$ cat config.mk
export PLATFORM = sky130hd
export DESIGN_NAME = rmr_port
export DESIGN_NICKNAME = d
export VERILOG_FILES = /design/src/core/rmr_fifo.v /design/src/core/rmr_port.v
export VERILOG_INCLUDE_DIRS = /design/src /design/src/core
export SDC_FILE = /design/constraint.sdc
export NUM_CORES = 2
export LEC_CHECK = 0
export ABC_AREA = 1
export BUFFER_PORTS_ARGS = -buffer_cell sky130_fd_sc_hd__buf_4
export CORE_MARGIN = 4
export CORE_UTILIZATION = 43
export CTS_CLUSTER_SIZE = 24
export DETAILED_ROUTE_END_ITERATION = 10
export SYNTH_ARGS = -nofsm -noshare
export SYNTH_HDL_FRONTEND = slang
export SYNTH_SLANG_ARGS = --single-unit
export TNS_END_PERCENT = 20
$ cat constraint.sdc
create_clock -name mclk -period 5.3 [get_ports mclk]
set_input_delay 1.06 -clock mclk [delete_from_list [all_inputs] [get_ports mclk]]
set_output_delay 1.06 -clock mclk [all_outputs]
set_load 0.1 [all_outputs]
$ cat src/core/rmr_map.vh
`ifndef RMR_MAP_VH
`define RMR_MAP_VH
// message type codes
`define RMR_T_ERR_COR      5'h00
`define RMR_T_ERR_FATAL    5'h02
`define RMR_T_INTX_FIRST   5'h03
`define RMR_T_INTX_LAST    5'h0a
`define RMR_T_PM_FIRST     5'h0b
`define RMR_T_PM_LAST      5'h0e
`define RMR_T_SSPL         5'h0f
`define RMR_T_LTR          5'h10
`define RMR_T_RSVD17       5'h11
`define RMR_T_UNLOCK       5'h12
`define RMR_T_VDM0         5'h13
`define RMR_T_VDM1         5'h14
`define RMR_T_RSVD_FIRST   5'h19
// strobe lengths in cycles
`define RMR_LEN_ID         4'h2
`define RMR_LEN_PAYLOAD    4'h6
`define RMR_LEN_VDM_NODATA 4'h4
`define RMR_LEN_VDM_DATA   4'h8
// gap state cycles between messages; the strobe stays low one idle cycle more
`define RMR_GAP_CYCLES     4'h1
// fifo depth
`define RMR_FIFO_DEPTH     32
`endif

$ cat src/core/rmr_fifo.v
`timescale 1ns/1ps
`default_nettype none
module rmr_fifo #(
  parameter WIDTH = 72,
  parameter DEPTH = 32,
  parameter AW    = 5
) (
  input  wire             mclk,     // clock
  input  wire             srst,     // sync reset
  input  wire             ce,       // clock enable
  input  wire [WIDTH-1:0] in_data,  // write data
  input  wire             in_valid, // write valid
  output wire             in_ready, // not full
  output reg  [WIDTH-1:0] out_data, // registered head
  output reg              out_valid,// head valid
  input  wire             out_ready // consumer take
);
  reg [WIDTH-1:0] mem [0:DEPTH-1];
  reg [AW-1:0]    wr_r;
  reg [AW-1:0]    rd_r;
  reg [AW:0]      cnt_r;
  wire            wr_en;
  wire            rd_en;
  assign in_ready = (cnt_r != DEPTH[AW:0]);
  assign wr_en    = in_valid && in_ready;
  // refill output register when empty or taken
  assign rd_en    = (cnt_r != {(AW+1){1'b0}}) && (!out_valid || out_ready);
  always @(posedge mclk) begin
    if (srst) begin
      wr_r      <= {AW{1'b0}};
      rd_r      <= {AW{1'b0}};
      cnt_r     <= {(AW+1){1'b0}};
      out_valid <= 1'b0;
      out_data  <= {WIDTH{1'b0}};
    end else if (ce) begin
      if (wr_en) begin
        mem[wr_r] <= in_data;
        wr_r      <= wr_r + 1'b1;
      end
      if (rd_en) begin
        out_data <= mem[rd_r];
        rd_r     <= rd_r + 1'b1;
      end
      if (rd_en)
        out_valid <= 1'b1;
      else if (out_ready)
        out_valid <= 1'b0;
      if (wr_en && !rd_en)
        cnt_r <= cnt_r + 1'b1;
      else if (rd_en && !wr_en)
        cnt_r <= cnt_r - 1'b1;
    end
  end
endmodule // rmr_fifo
`default_nettype wire

$ cat src/core/rmr_port.v
`timescale 1ns/1ps
`default_nettype none
`include "rmr_map.vh"
// Operation
// - each decodable message raises the strobe for consecutive cycles whose count follows its type.
// - parameters leave one byte per strobe cycle on the 8-bit data output.
// - the strobe drops low for at least one cycle between two messages.
// - the port only reports when its build-time enable parameter is set.
// - codes 0-2 are the error messages and 3-10 are INTA-INTD assert on odd, deassert on even.
// - codes 11-14 are the power-management messages, 15 slot power limit, 16 latency reporting.
// - 18 is unlock, 19 and 20 vendor type 0 and 1, while 17 and 25-31 are never reported.
// - every message sends requester bus number first and device/function second.
// - error, INTx, power-management and unlock messages strobe exactly two cycles.
// - slot power limit strobes six cycles with its 32-bit payload low byte first.
// - latency reporting strobes six cycles: snoop low, high, then no-snoop low, high.
// - vendor messages strobe four cycles without data and eight with data.
// - vendor messages carry vendor id low then high, then payload low byte first.
module rmr_port #(
  parameter ENABLE = 1,                // build-time port enable
  parameter DEPTH  = `RMR_FIFO_DEPTH,  // message queue depth
  parameter AW     = 5                 // queue address width
) (
  input  wire        mclk,         // 50 MHz clock
  input  wire        srst,         // sync reset, high
  input  wire        ce,           // clock enable
  input  wire        dec_valid,    // decoded message present
  output wire        dec_ready,    // queue can accept, or type reserved or port disabled
  input  wire [4:0]  dec_type,     // decoded message type
  input  wire        dec_has_data, // vendor message carries data
  input  wire [15:0] dec_req_id,   // requester bus, dev/func
  input  wire [15:0] dec_word_a,   // vendor id or snoop latency
  input  wire [31:0] dec_payload,  // payload or no-snoop in low half
  output reg         msg_strobe,   // message strobe
  output reg  [7:0]  msg_data,     // parameter byte
  output reg  [4:0]  msg_type      // message type code
);
  localparam ST_IDLE = 2'h0;
  localparam ST_SEND = 2'h1;
  localparam ST_GAP  = 2'h2;
  localparam FW      = 70;

  reg  [1:0]    state_r;
  reg  [1:0]    state_nxt;
  reg  [3:0]    idx_r;
  reg  [3:0]    idx_nxt;
  reg  [3:0]    len_r;
  reg  [3:0]    len_nxt;
  reg  [3:0]    gap_r;
  reg  [3:0]    gap_nxt;
  reg  [FW-1:0] msg_r;
  reg  [FW-1:0] msg_nxt;
  reg  [7:0]    byte_sel;
  reg  [3:0]    len_of;
  reg           legal;
  wire [FW-1:0] q_data;
  wire          q_valid;
  wire          q_take;
  wire          q_in_valid;
  wire          q_in_ready;
  wire [4:0]    q_type;

  // reserved codes are dropped at the queue input
  always @* begin
    legal = 1'b1;
    if (dec_type == `RMR_T_RSVD17 || dec_type >= `RMR_T_RSVD_FIRST)
      legal = 1'b0;
  end

  assign q_in_valid = dec_valid && legal && (ENABLE != 0);
  assign dec_ready  = q_in_ready || !legal || (ENABLE == 0);

  rmr_fifo #(
    .WIDTH (FW),
    .DEPTH (DEPTH),
    .AW    (AW)
  ) u_fifo (
    .mclk      (mclk),
    .srst      (srst),
    .ce        (ce),
    .in_data   ({dec_type, dec_has_data, dec_req_id, dec_word_a, dec_payload}),
    .in_valid  (q_in_valid),
    .in_ready  (q_in_ready),
    .out_data  (q_data),
    .out_valid (q_valid),
    .out_ready (q_take)
  );

  assign q_type = q_data[69:65];
  assign q_take = (state_r == ST_IDLE) && q_valid;

  // strobe length per type
  always @* begin
    len_of = `RMR_LEN_ID;
    if (q_type == `RMR_T_SSPL || q_type == `RMR_T_LTR)
      len_of = `RMR_LEN_PAYLOAD;
    else if (q_type == `RMR_T_VDM0 || q_type == `RMR_T_VDM1)
      len_of = q_data[64] ? `RMR_LEN_VDM_DATA : `RMR_LEN_VDM_NODATA;
  end

  // byte for the current strobe cycle; fields: req 63:48, word_a 47:32, payload 31:0
  always @* begin
    byte_sel = 8'h00;
    case (idx_r)
      4'h0: byte_sel = msg_r[63:56]; // bus number
      4'h1: byte_sel = msg_r[55:48]; // device/function
      4'h2: byte_sel = (msg_r[69:65] == `RMR_T_SSPL) ? msg_r[7:0] : msg_r[39:32];
      4'h3: byte_sel = (msg_r[69:65] == `RMR_T_SSPL) ? msg_r[15:8] : msg_r[47:40];
      4'h4: byte_sel = (msg_r[69:65] == `RMR_T_SSPL) ? msg_r[23:16] : msg_r[7:0];
      4'h5: byte_sel = (msg_r[69:65] == `RMR_T_SSPL) ? msg_r[31:24] : msg_r[15:8];
      4'h6: byte_sel = msg_r[23:16];
      4'h7: byte_sel = msg_r[31:24];
      default: byte_sel = 8'h00;
    endcase
  end

  always @* begin
    state_nxt = state_r;
    idx_nxt   = idx_r;
    len_nxt   = len_r;
    gap_nxt   = gap_r;
    msg_nxt   = msg_r;
    case (state_r)
      ST_IDLE: begin
        if (q_valid) begin
          msg_nxt   = q_data;
          len_nxt   = len_of;
          idx_nxt   = 4'h0;
          state_nxt = ST_SEND;
        end
      end
      ST_SEND: begin
        if (idx_r == len_r - 4'h1) begin
          gap_nxt   = `RMR_GAP_CYCLES;
          state_nxt = ST_GAP;
        end else begin
          idx_nxt = idx_r + 4'h1;
        end
      end
      ST_GAP: begin
        if (gap_r <= 4'h1)
          state_nxt = ST_IDLE;
        else
          gap_nxt = gap_r - 4'h1;
      end
      default: state_nxt = ST_IDLE;
    endcase
  end

  always @(posedge mclk) begin
    if (srst) begin
      state_r <= ST_IDLE;
      idx_r   <= 4'h0;
      len_r   <= 4'h0;
      gap_r   <= 4'h0;
      msg_r   <= {FW{1'b0}};
    end else if (ce) begin
      state_r <= state_nxt;
      idx_r   <= idx_nxt;
      len_r   <= len_nxt;
      gap_r   <= gap_nxt;
      msg_r   <= msg_nxt;
    end
  end

  // registered port outputs, one cycle behind the state
  always @(posedge mclk) begin
    if (srst) begin
      msg_strobe <= 1'b0;
      msg_data   <= 8'h00;
      msg_type   <= 5'h00;
    end else if (ce) begin
      msg_strobe <= (state_r == ST_SEND);
      msg_data   <= (state_r == ST_SEND) ? byte_sel : 8'h00;
      msg_type   <= (state_r == ST_SEND) ? msg_r[69:65] : 5'h00;
    end
  end
endmodule // rmr_port
`default_nettype wire

### Word-level counts from Yosys, hierarchy flattened

Memory sizes are Yosys's and may differ from the RTL's. A register that Yosys moved wholly into a read port is not among the register bits.
Index checks and enable logic that the tools add are counted.

* memory bits (writable): 2240
* input bits: 74
* output and inout port bits: 15
* logic and storage cells: 102
* flip-flop bits (word level): 115
* memories kept: 1

Memories
* u_fifo.mem: words 32, bits a word 70, read ports 1, clocked after Yosys merged registers in 1, write ports 1, line rmr_fifo.v:18 `reg [WIDTH-1:0] mem [0:DEPTH-1];`

* reductions and logical operators: 29
* $lt $le $gt $ge: 2
* add/sub/neg operators: 7
* muxes and demuxes: 29
* equal/unequal tests: 22

Operators with widths (count)
* $pmux 8 s8: 1
* $mux 8: 5
* $mux 4: 7
* $eq 5x5->1 const B: 4
* $eq 4x3->1 const B: 4
* $pmux 4 s2: 2
* $mux 6: 2
* $reduce_and 4->1: 3
* $add 5x1->5 const B: 2
* $eq 5x4->1 const B: 2
* $eq 4x2->1 const B: 2
* $ne 2x2->1 const B: 4
* $reduce_and 2->1: 4
* $reduce_bool 2->1: 4
* $sub 4x1->4 const B: 2
* $mux 1: 7
* $add 6x1->6 const B: 1
* $logic_and 1x1->1: 6
* $mux 2: 3
* $ne 6x6->1 const B: 1
* $pmux 2 s3: 1
* $reduce_bool 6->1: 1
* $sub 6x1->6 const B: 1
* $ge 5x5->1 const B: 1
* other kinds (13): 19

### Longest topological paths before layout

* depth in word-level cells: 9
* mapped depth: 15
* gate-level depth less buffers: 15

### By module

Synthesis repeated with hierarchy kept, for this count alone.

* cells, all modules: 9378
* area, all modules: 100179.8 um2

Modules (own cells, without submodules)
* rmr_fifo: cells an instance 8714, times used 1, area an instance 95466.6 um2
* rmr_port: cells an instance 664, times used 1, area an instance 4713.3 um2

### Worst setup path before layout

No wires, ideal clock.

* path kind: in2reg
* start: in dec_type[1]
* end: mem u_fifo.mem[0][0] (netlist name), enable pin
* stages: 9
* data arrival time: 5089 ps
* path buffers: 0
* setup slack: -288 ps
* setup time: 499 ps
* path through: nor2_1 > nand2_1 > o211ai_1 > nand2_1 > nor2_1 > nand2_1 > nor2_1 > nand2_1 > nor2_1

* cells in the longest elaborated chain, start to end: 9
* elaborated cells between the ends (all ways): 10
* those cells by class: order compare (1); eq/ne (1); mux (5); reduce/logical (3)

Ends and longest elaborated chain
* start, declared: line rmr_port.v:28 `input wire [4:0] dec_type,`
* $ge 5x5->1 (no source line) / $eq 5x5->1 (equally long branches)
* $logic_or 1x1->1 (no source line) *
* $mux 1 *: line rmr_port.v:65 `` if (dec_type == `RMR_T_RSVD17 || dec_type >= `RMR_T_RSVD_FIRST) ``
* $logic_and 1x1->1 *: line rmr_port.v:69 `assign q_in_valid = dec_valid && legal && (ENABLE != 0);`
* $logic_and 1x1->1 *: line rmr_fifo.v:25 `assign wr_en = in_valid && in_ready;`
* $mux 1 *: line rmr_fifo.v:36 `if (wr_en) begin`
* $mux 1 *: line rmr_fifo.v:35 `end else if (ce) begin`
* $mux 1 *: line rmr_fifo.v:29 `if (srst) begin`
* $mux 1 (not written as such) *: line rmr_fifo.v:37 `mem[wr_r] <= in_data;`
* end, declared: line rmr_fifo.v:18

Mark *: on every way between the ends. The rest lies on a longest branch, timed or not.

### Worst setup path in the final report

* start: reg u_fifo.cnt_r[1]
* end: out dec_ready

* cells in the longest elaborated chain, start to end: 2

Ends and longest elaborated chain
* start, declared: line rmr_fifo.v:21 `reg [AW:0] cnt_r;`
* start signal, assigned: line rmr_fifo.v:32 `cnt_r <= {(AW+1){1'b0}};`
* start signal, assigned: line rmr_fifo.v:49 `cnt_r <= cnt_r + 1'b1;`
* start signal, assigned: line rmr_fifo.v:51 `cnt_r <= cnt_r - 1'b1;`
* $ne 6x6->1: line rmr_fifo.v:24 `assign in_ready = (cnt_r != DEPTH[AW:0]);`
* $logic_or 1x1->1: line rmr_port.v:70 `assign dec_ready = q_in_ready || !legal || (ENABLE == 0);`
* end, declared: line rmr_port.v:27 `output wire dec_ready,`

No other way between the ends.

==> metrics.md <==
| Metric | Value |
|---|---|
| Die Y | `491 microns` |
| CP startpoint kind | `flop` |
| Int Pwr | `34.5 mW` |
| Worst path top cell family by delay | `simple AND/OR/NAND/NOR gates` |
| Initial core utilization | `43.2%` |
| WP buf/inv | `1` |
| Final Hold Vio Count | `0` |
| VDD IR max | `0.000367 V` |
| DR pass1 iterations | `8` |
| Post-route ant nets | `0` |
| Area Overhead vs Synth | `12.7%` |
| Maxcap violations | `0` |
| Worst stage delay on the critical path | `0.79 ns` |
| Top cell by count, worst path | `nor2_1` |
| Slowest cell on the critical path | `nor2_1` |
| Syn nets | `9,539` |
| Largest net degree at the start of global routing | `199` |
| Post-CTS setup buffer count | `0` |
| Die width | `491 microns` |
| Crit-path max FO | `4` |
| WHS Endpoint | `msg_r[52]$_SDFFE_PP0P_` |
| Setup_tns | `0 ns` |
| Share of cells above drive strength 1 | `6.73%` |
| Arrival time at the worst endpoint | `2.96 ns` |
| Yosys top cell area share | `67.1%` |
| Hold path cells | `2` |
| Top post-synthesis cells by area | `edfxtp_1 (67%), nand2_1 (11%), nand3_1 (5.3%)` |
| Avg Cell Area, Syn | `10.6 sq um` |
| FFs w/ async S/R, synth | `0%` |
| Gr usage total | `23.4%` |
| WS Path Type | `flop to output port` |
| Reg2reg path depth | `11` |
| Port buffer count | `88` |
| Via count | `68,100` |
| Leakage | `43.1 nW` |
| #FFs+latches synth | `2,423` |
| Global-route wire length before repair | `427,000 microns` |
| Post-synth EDFFs | `2,240` |
| Final GP Congestion | `0.871` |
| Place WS | `0.720 ns` |
| Clk slew on worst S/H paths | `0.05 ns` |
| Nets | `9,542` |
| Final Max Tran Viols | `0` |
| P_sw | `15.6 mW` |
| Synth warnings | `0` |
| Req. time, crit path | `4.24 ns` |
| Clock Sink Count | `2,423` |
| # hold bufs at CTS | `0` |
| Crit path depth | `5` |
| Outcome | `finished, final reports clean` |
| CTS Buf Count | `274` |
| Synth Flop Type | `edfxtp_1` |
| I/O Pins | `89` |
| H-tree depth | `5` |
| Cell Rows | `177` |
| DIE AREA | `241,000 sq um` |
| Final min period | `4.02 ns` |
| RR Endpoint | `u_fifo.mem[4][59]$_DFFE_PP_` |
| Initial DRC count | `7,681` |
| Synth Instances | `9,447` |
| Reg-to-reg startpoint | `u_fifo.cnt_r[0]$_SDFFE_PP0P_` |
| Cell Area, Synth | `100,000 sq um` |
| Drt drc | `0` |
| Via density | `5.37` |
| Worst-Skew Late Latency | `0.92 ns` |
| Type of the worst min-delay path | `flop to flop` |
| Initial antenna violation count | `10` |
| Final setup skew | `0.0512 ns` |
| Clock Tree Buf Depth | `4` |
| Least-Margin Pin Slew | `1.06 ns` |
| Library cells used by synthesis | `35` |
| Resized cells post-CTS | `0` |
| Fill count | `20,600` |
| Sequential share of the synthesized area | `70.7%` |
| Root buf cell | `clkbuf_16` |
| Yosys top cell by area | `edfxtp_1` |
| CORE AREA | `232,000 sq um` |
| Logic pwr share | `21.2%` |
| Hpwl dp | `159,000 microns` |
| Layout Utilization | `48.7%` |
| Crit-path cells | `nor2_1 > nand4_1 > nor2_1 > nand2_1 > buf_4` |
| Reg power frac | `43.2%` |
| Hold_ws | `0.449 ns` |
| Final wirelength | `290,000 microns` |
| Power per cell area | `443 nW/um^2` |
| Slew HR | `29.3%` |
| Fmax achieved | `0.249 GHz` |
| Worst min-delay path startpoint | `msg_r[52]$_SDFFE_PP0P_` |
| CTS tree | `yes` |
| Final Cycle Share | `75.8%` |
| WL/cell | `22.9 microns` |
| Worst setup margin | `1.28 ns` |
| Vias in the first global route | `64,200` |
| Clock share of power | `35.6%` |
| Setup Viol. Count Final | `0` |
| Gr ovfl total | `0` |
| RSZ-0062 raised after global routing | `false` |
| R2r setup slk | `1.79 ns` |
| Critical Path Sink Type | `output port` |
| Sw Ratio | `31.0%` |
[worst reg2reg max path: cells and delay by family (launching register included)]
kind / cells / cell delay (ns)
and+or+nand+nor: 7 / 1.86
buffers and inverters: 4 / 0.87
DFF: 1 / 0.41
[layout by cell type, fill, tap and decap left out, types with 3 or more instances in the layout]
cell type,Yosys,layout
xnor2_1,4,4
clkinvlp_4,0,7
edfxtp_1,2240,2240
dfxtp_4,0,4
o211ai_1,6,6
nand3_1,1055,1054
nor2_4,0,33
inv_1,783,781
clkbuf_1,274,75
ha_1,17,17
clkbuf_16,0,281
or2_2,5,5
nand2_1,2955,2954
clkinv_1,0,46
nor3_1,3,3
o21ai_0,397,397
and3_1,3,3
clkbuf_8,0,8
o21bai_1,8,8
clkinv_2,0,26
diode_2,0,4
nor2_1,910,878
buf_4,21,183
inv_6,0,9
xor2_1,7,7
a21oi_1,317,317
dfxtp_1,183,179
nand4_1,6,6
buf_12,0,65
bufinv_16,0,15
o21ai_1,6,6
[kinds of logic (layout without fill, tap and decap cells)]
| family | after synthesis | after routing | synth area share, % |
|---|---|---|---|
| other | 0 | 4 | 0 |
| XOR/XNOR | 11 | 11 | 0.0961 |
| AO/OA/AOI/OAI | 741 | 741 | 3.75 |
| buffers and inverters | 1312 | 1504 | 5.31 |
| flip-flops | 2423 | 2423 | 70.7 |
| AND/OR/NAND/NOR | 4942 | 4942 | 19.9 |
| adder cells (fa/ha/maj) | 18 | 18 | 0.232 |
[synth_stat cells (4+ instances only)]
cell and count:
a21oi_1 317, inv_1 783, xnor2_1 4, nor2_1 910
clkbuf_1 274, edfxtp_1 2240, o21bai_1 8, dfxtp_1 183
o21ai_1 6, nand3_1 1055, or2_2 5, ha_1 17
buf_1 43, inv_2 6, o211ai_1 6, o21ai_0 397
buf_2 170, nand2_1 2955, buf_6 14, xor2_1 7
nand4_1 6, buf_4 21
[per-stage QoR]
stage / instances / power (mW) / instance area (sq um)
final: 12700 / 50.1 / 113000
after global routing: 12700 / 52.3 / 113000
after CTS: 12700 / 50.4 / 113000
after detailed placement: 12200 / 32.6 / 105000
after global placement: 12200 / 32.5 / 105000
after floorplan: 9447 / 28.9 / 100000
[power groups by stage]
stage               Clock [mW]  Combinational, mW  Sequential, mW
floorplan                    0               7.12            21.8
global placement             0               10.5            22.0
detailed placement           0               10.5            22.0
CTS                       18.1               10.6            21.6
global route              18.9               11.7            21.6
finish                    17.9               10.6            21.6
[worst max path at each step]
| stage | start | endpoint | slack, ns |
|---|---|---|---|
| global placement | dec_type[3] | u_fifo.mem[4][61]$_DFFE_PP_ | 0.69 |
| finish | u_fifo.cnt_r[1]$_SDFFE_PP0P_ | dec_ready | 1.28 |
| CTS | u_fifo.cnt_r[1]$_SDFFE_PP0P_ | dec_ready | 1.23 |
| floorplan | dec_type[1] | u_fifo.mem[0][0]$_DFFE_PP_ | -0.29 |
| detailed placement | dec_type[3] | u_fifo.mem[9][43]$_DFFE_PP_ | 0.72 |
| global route | u_fifo.cnt_r[0]$_SDFFE_PP0P_ | dec_ready | 1.21 |
[sequential cells by signal (all words and copies together) (netlist names)]
signal / count
u_fifo.mem: 2240
u_fifo.out_data: 70
msg_r: 69
msg_data: 8
u_fifo.cnt_r: 6
msg_type: 5
u_fifo.rd_r: 5
u_fifo.wr_r: 5
gap_r: 4
idx_r: 4
len_r: 3
state_r: 2
msg_strobe: 1
u_fifo.out_valid: 1
[layer usage]
metal / share of wire [%] / track usage (%)
met1: 42 / 32.9
met2: 46 / 37.0
met3: 7.8 / 3.37
met4: 4.3 / 9.33
met5: 0.014 / 0
[final cells by class]
class | count | area, sq um | share of cell area, %
clock inverter | 101 | 871 | 0.770
inverter | 790 | 3020 | 2.67
tap | 3043 | 3810 | 3.37
sequential | 2423 | 70900 | 62.8
multi-input combinational | 5712 | 24300 | 21.5
clock buffer | 364 | 7420 | 6.57
antenna | 4 | 10.0 | 0.00886
timing repair buffer | 249 | 2690 | 2.38
Power figures use the tool's default switching activity.
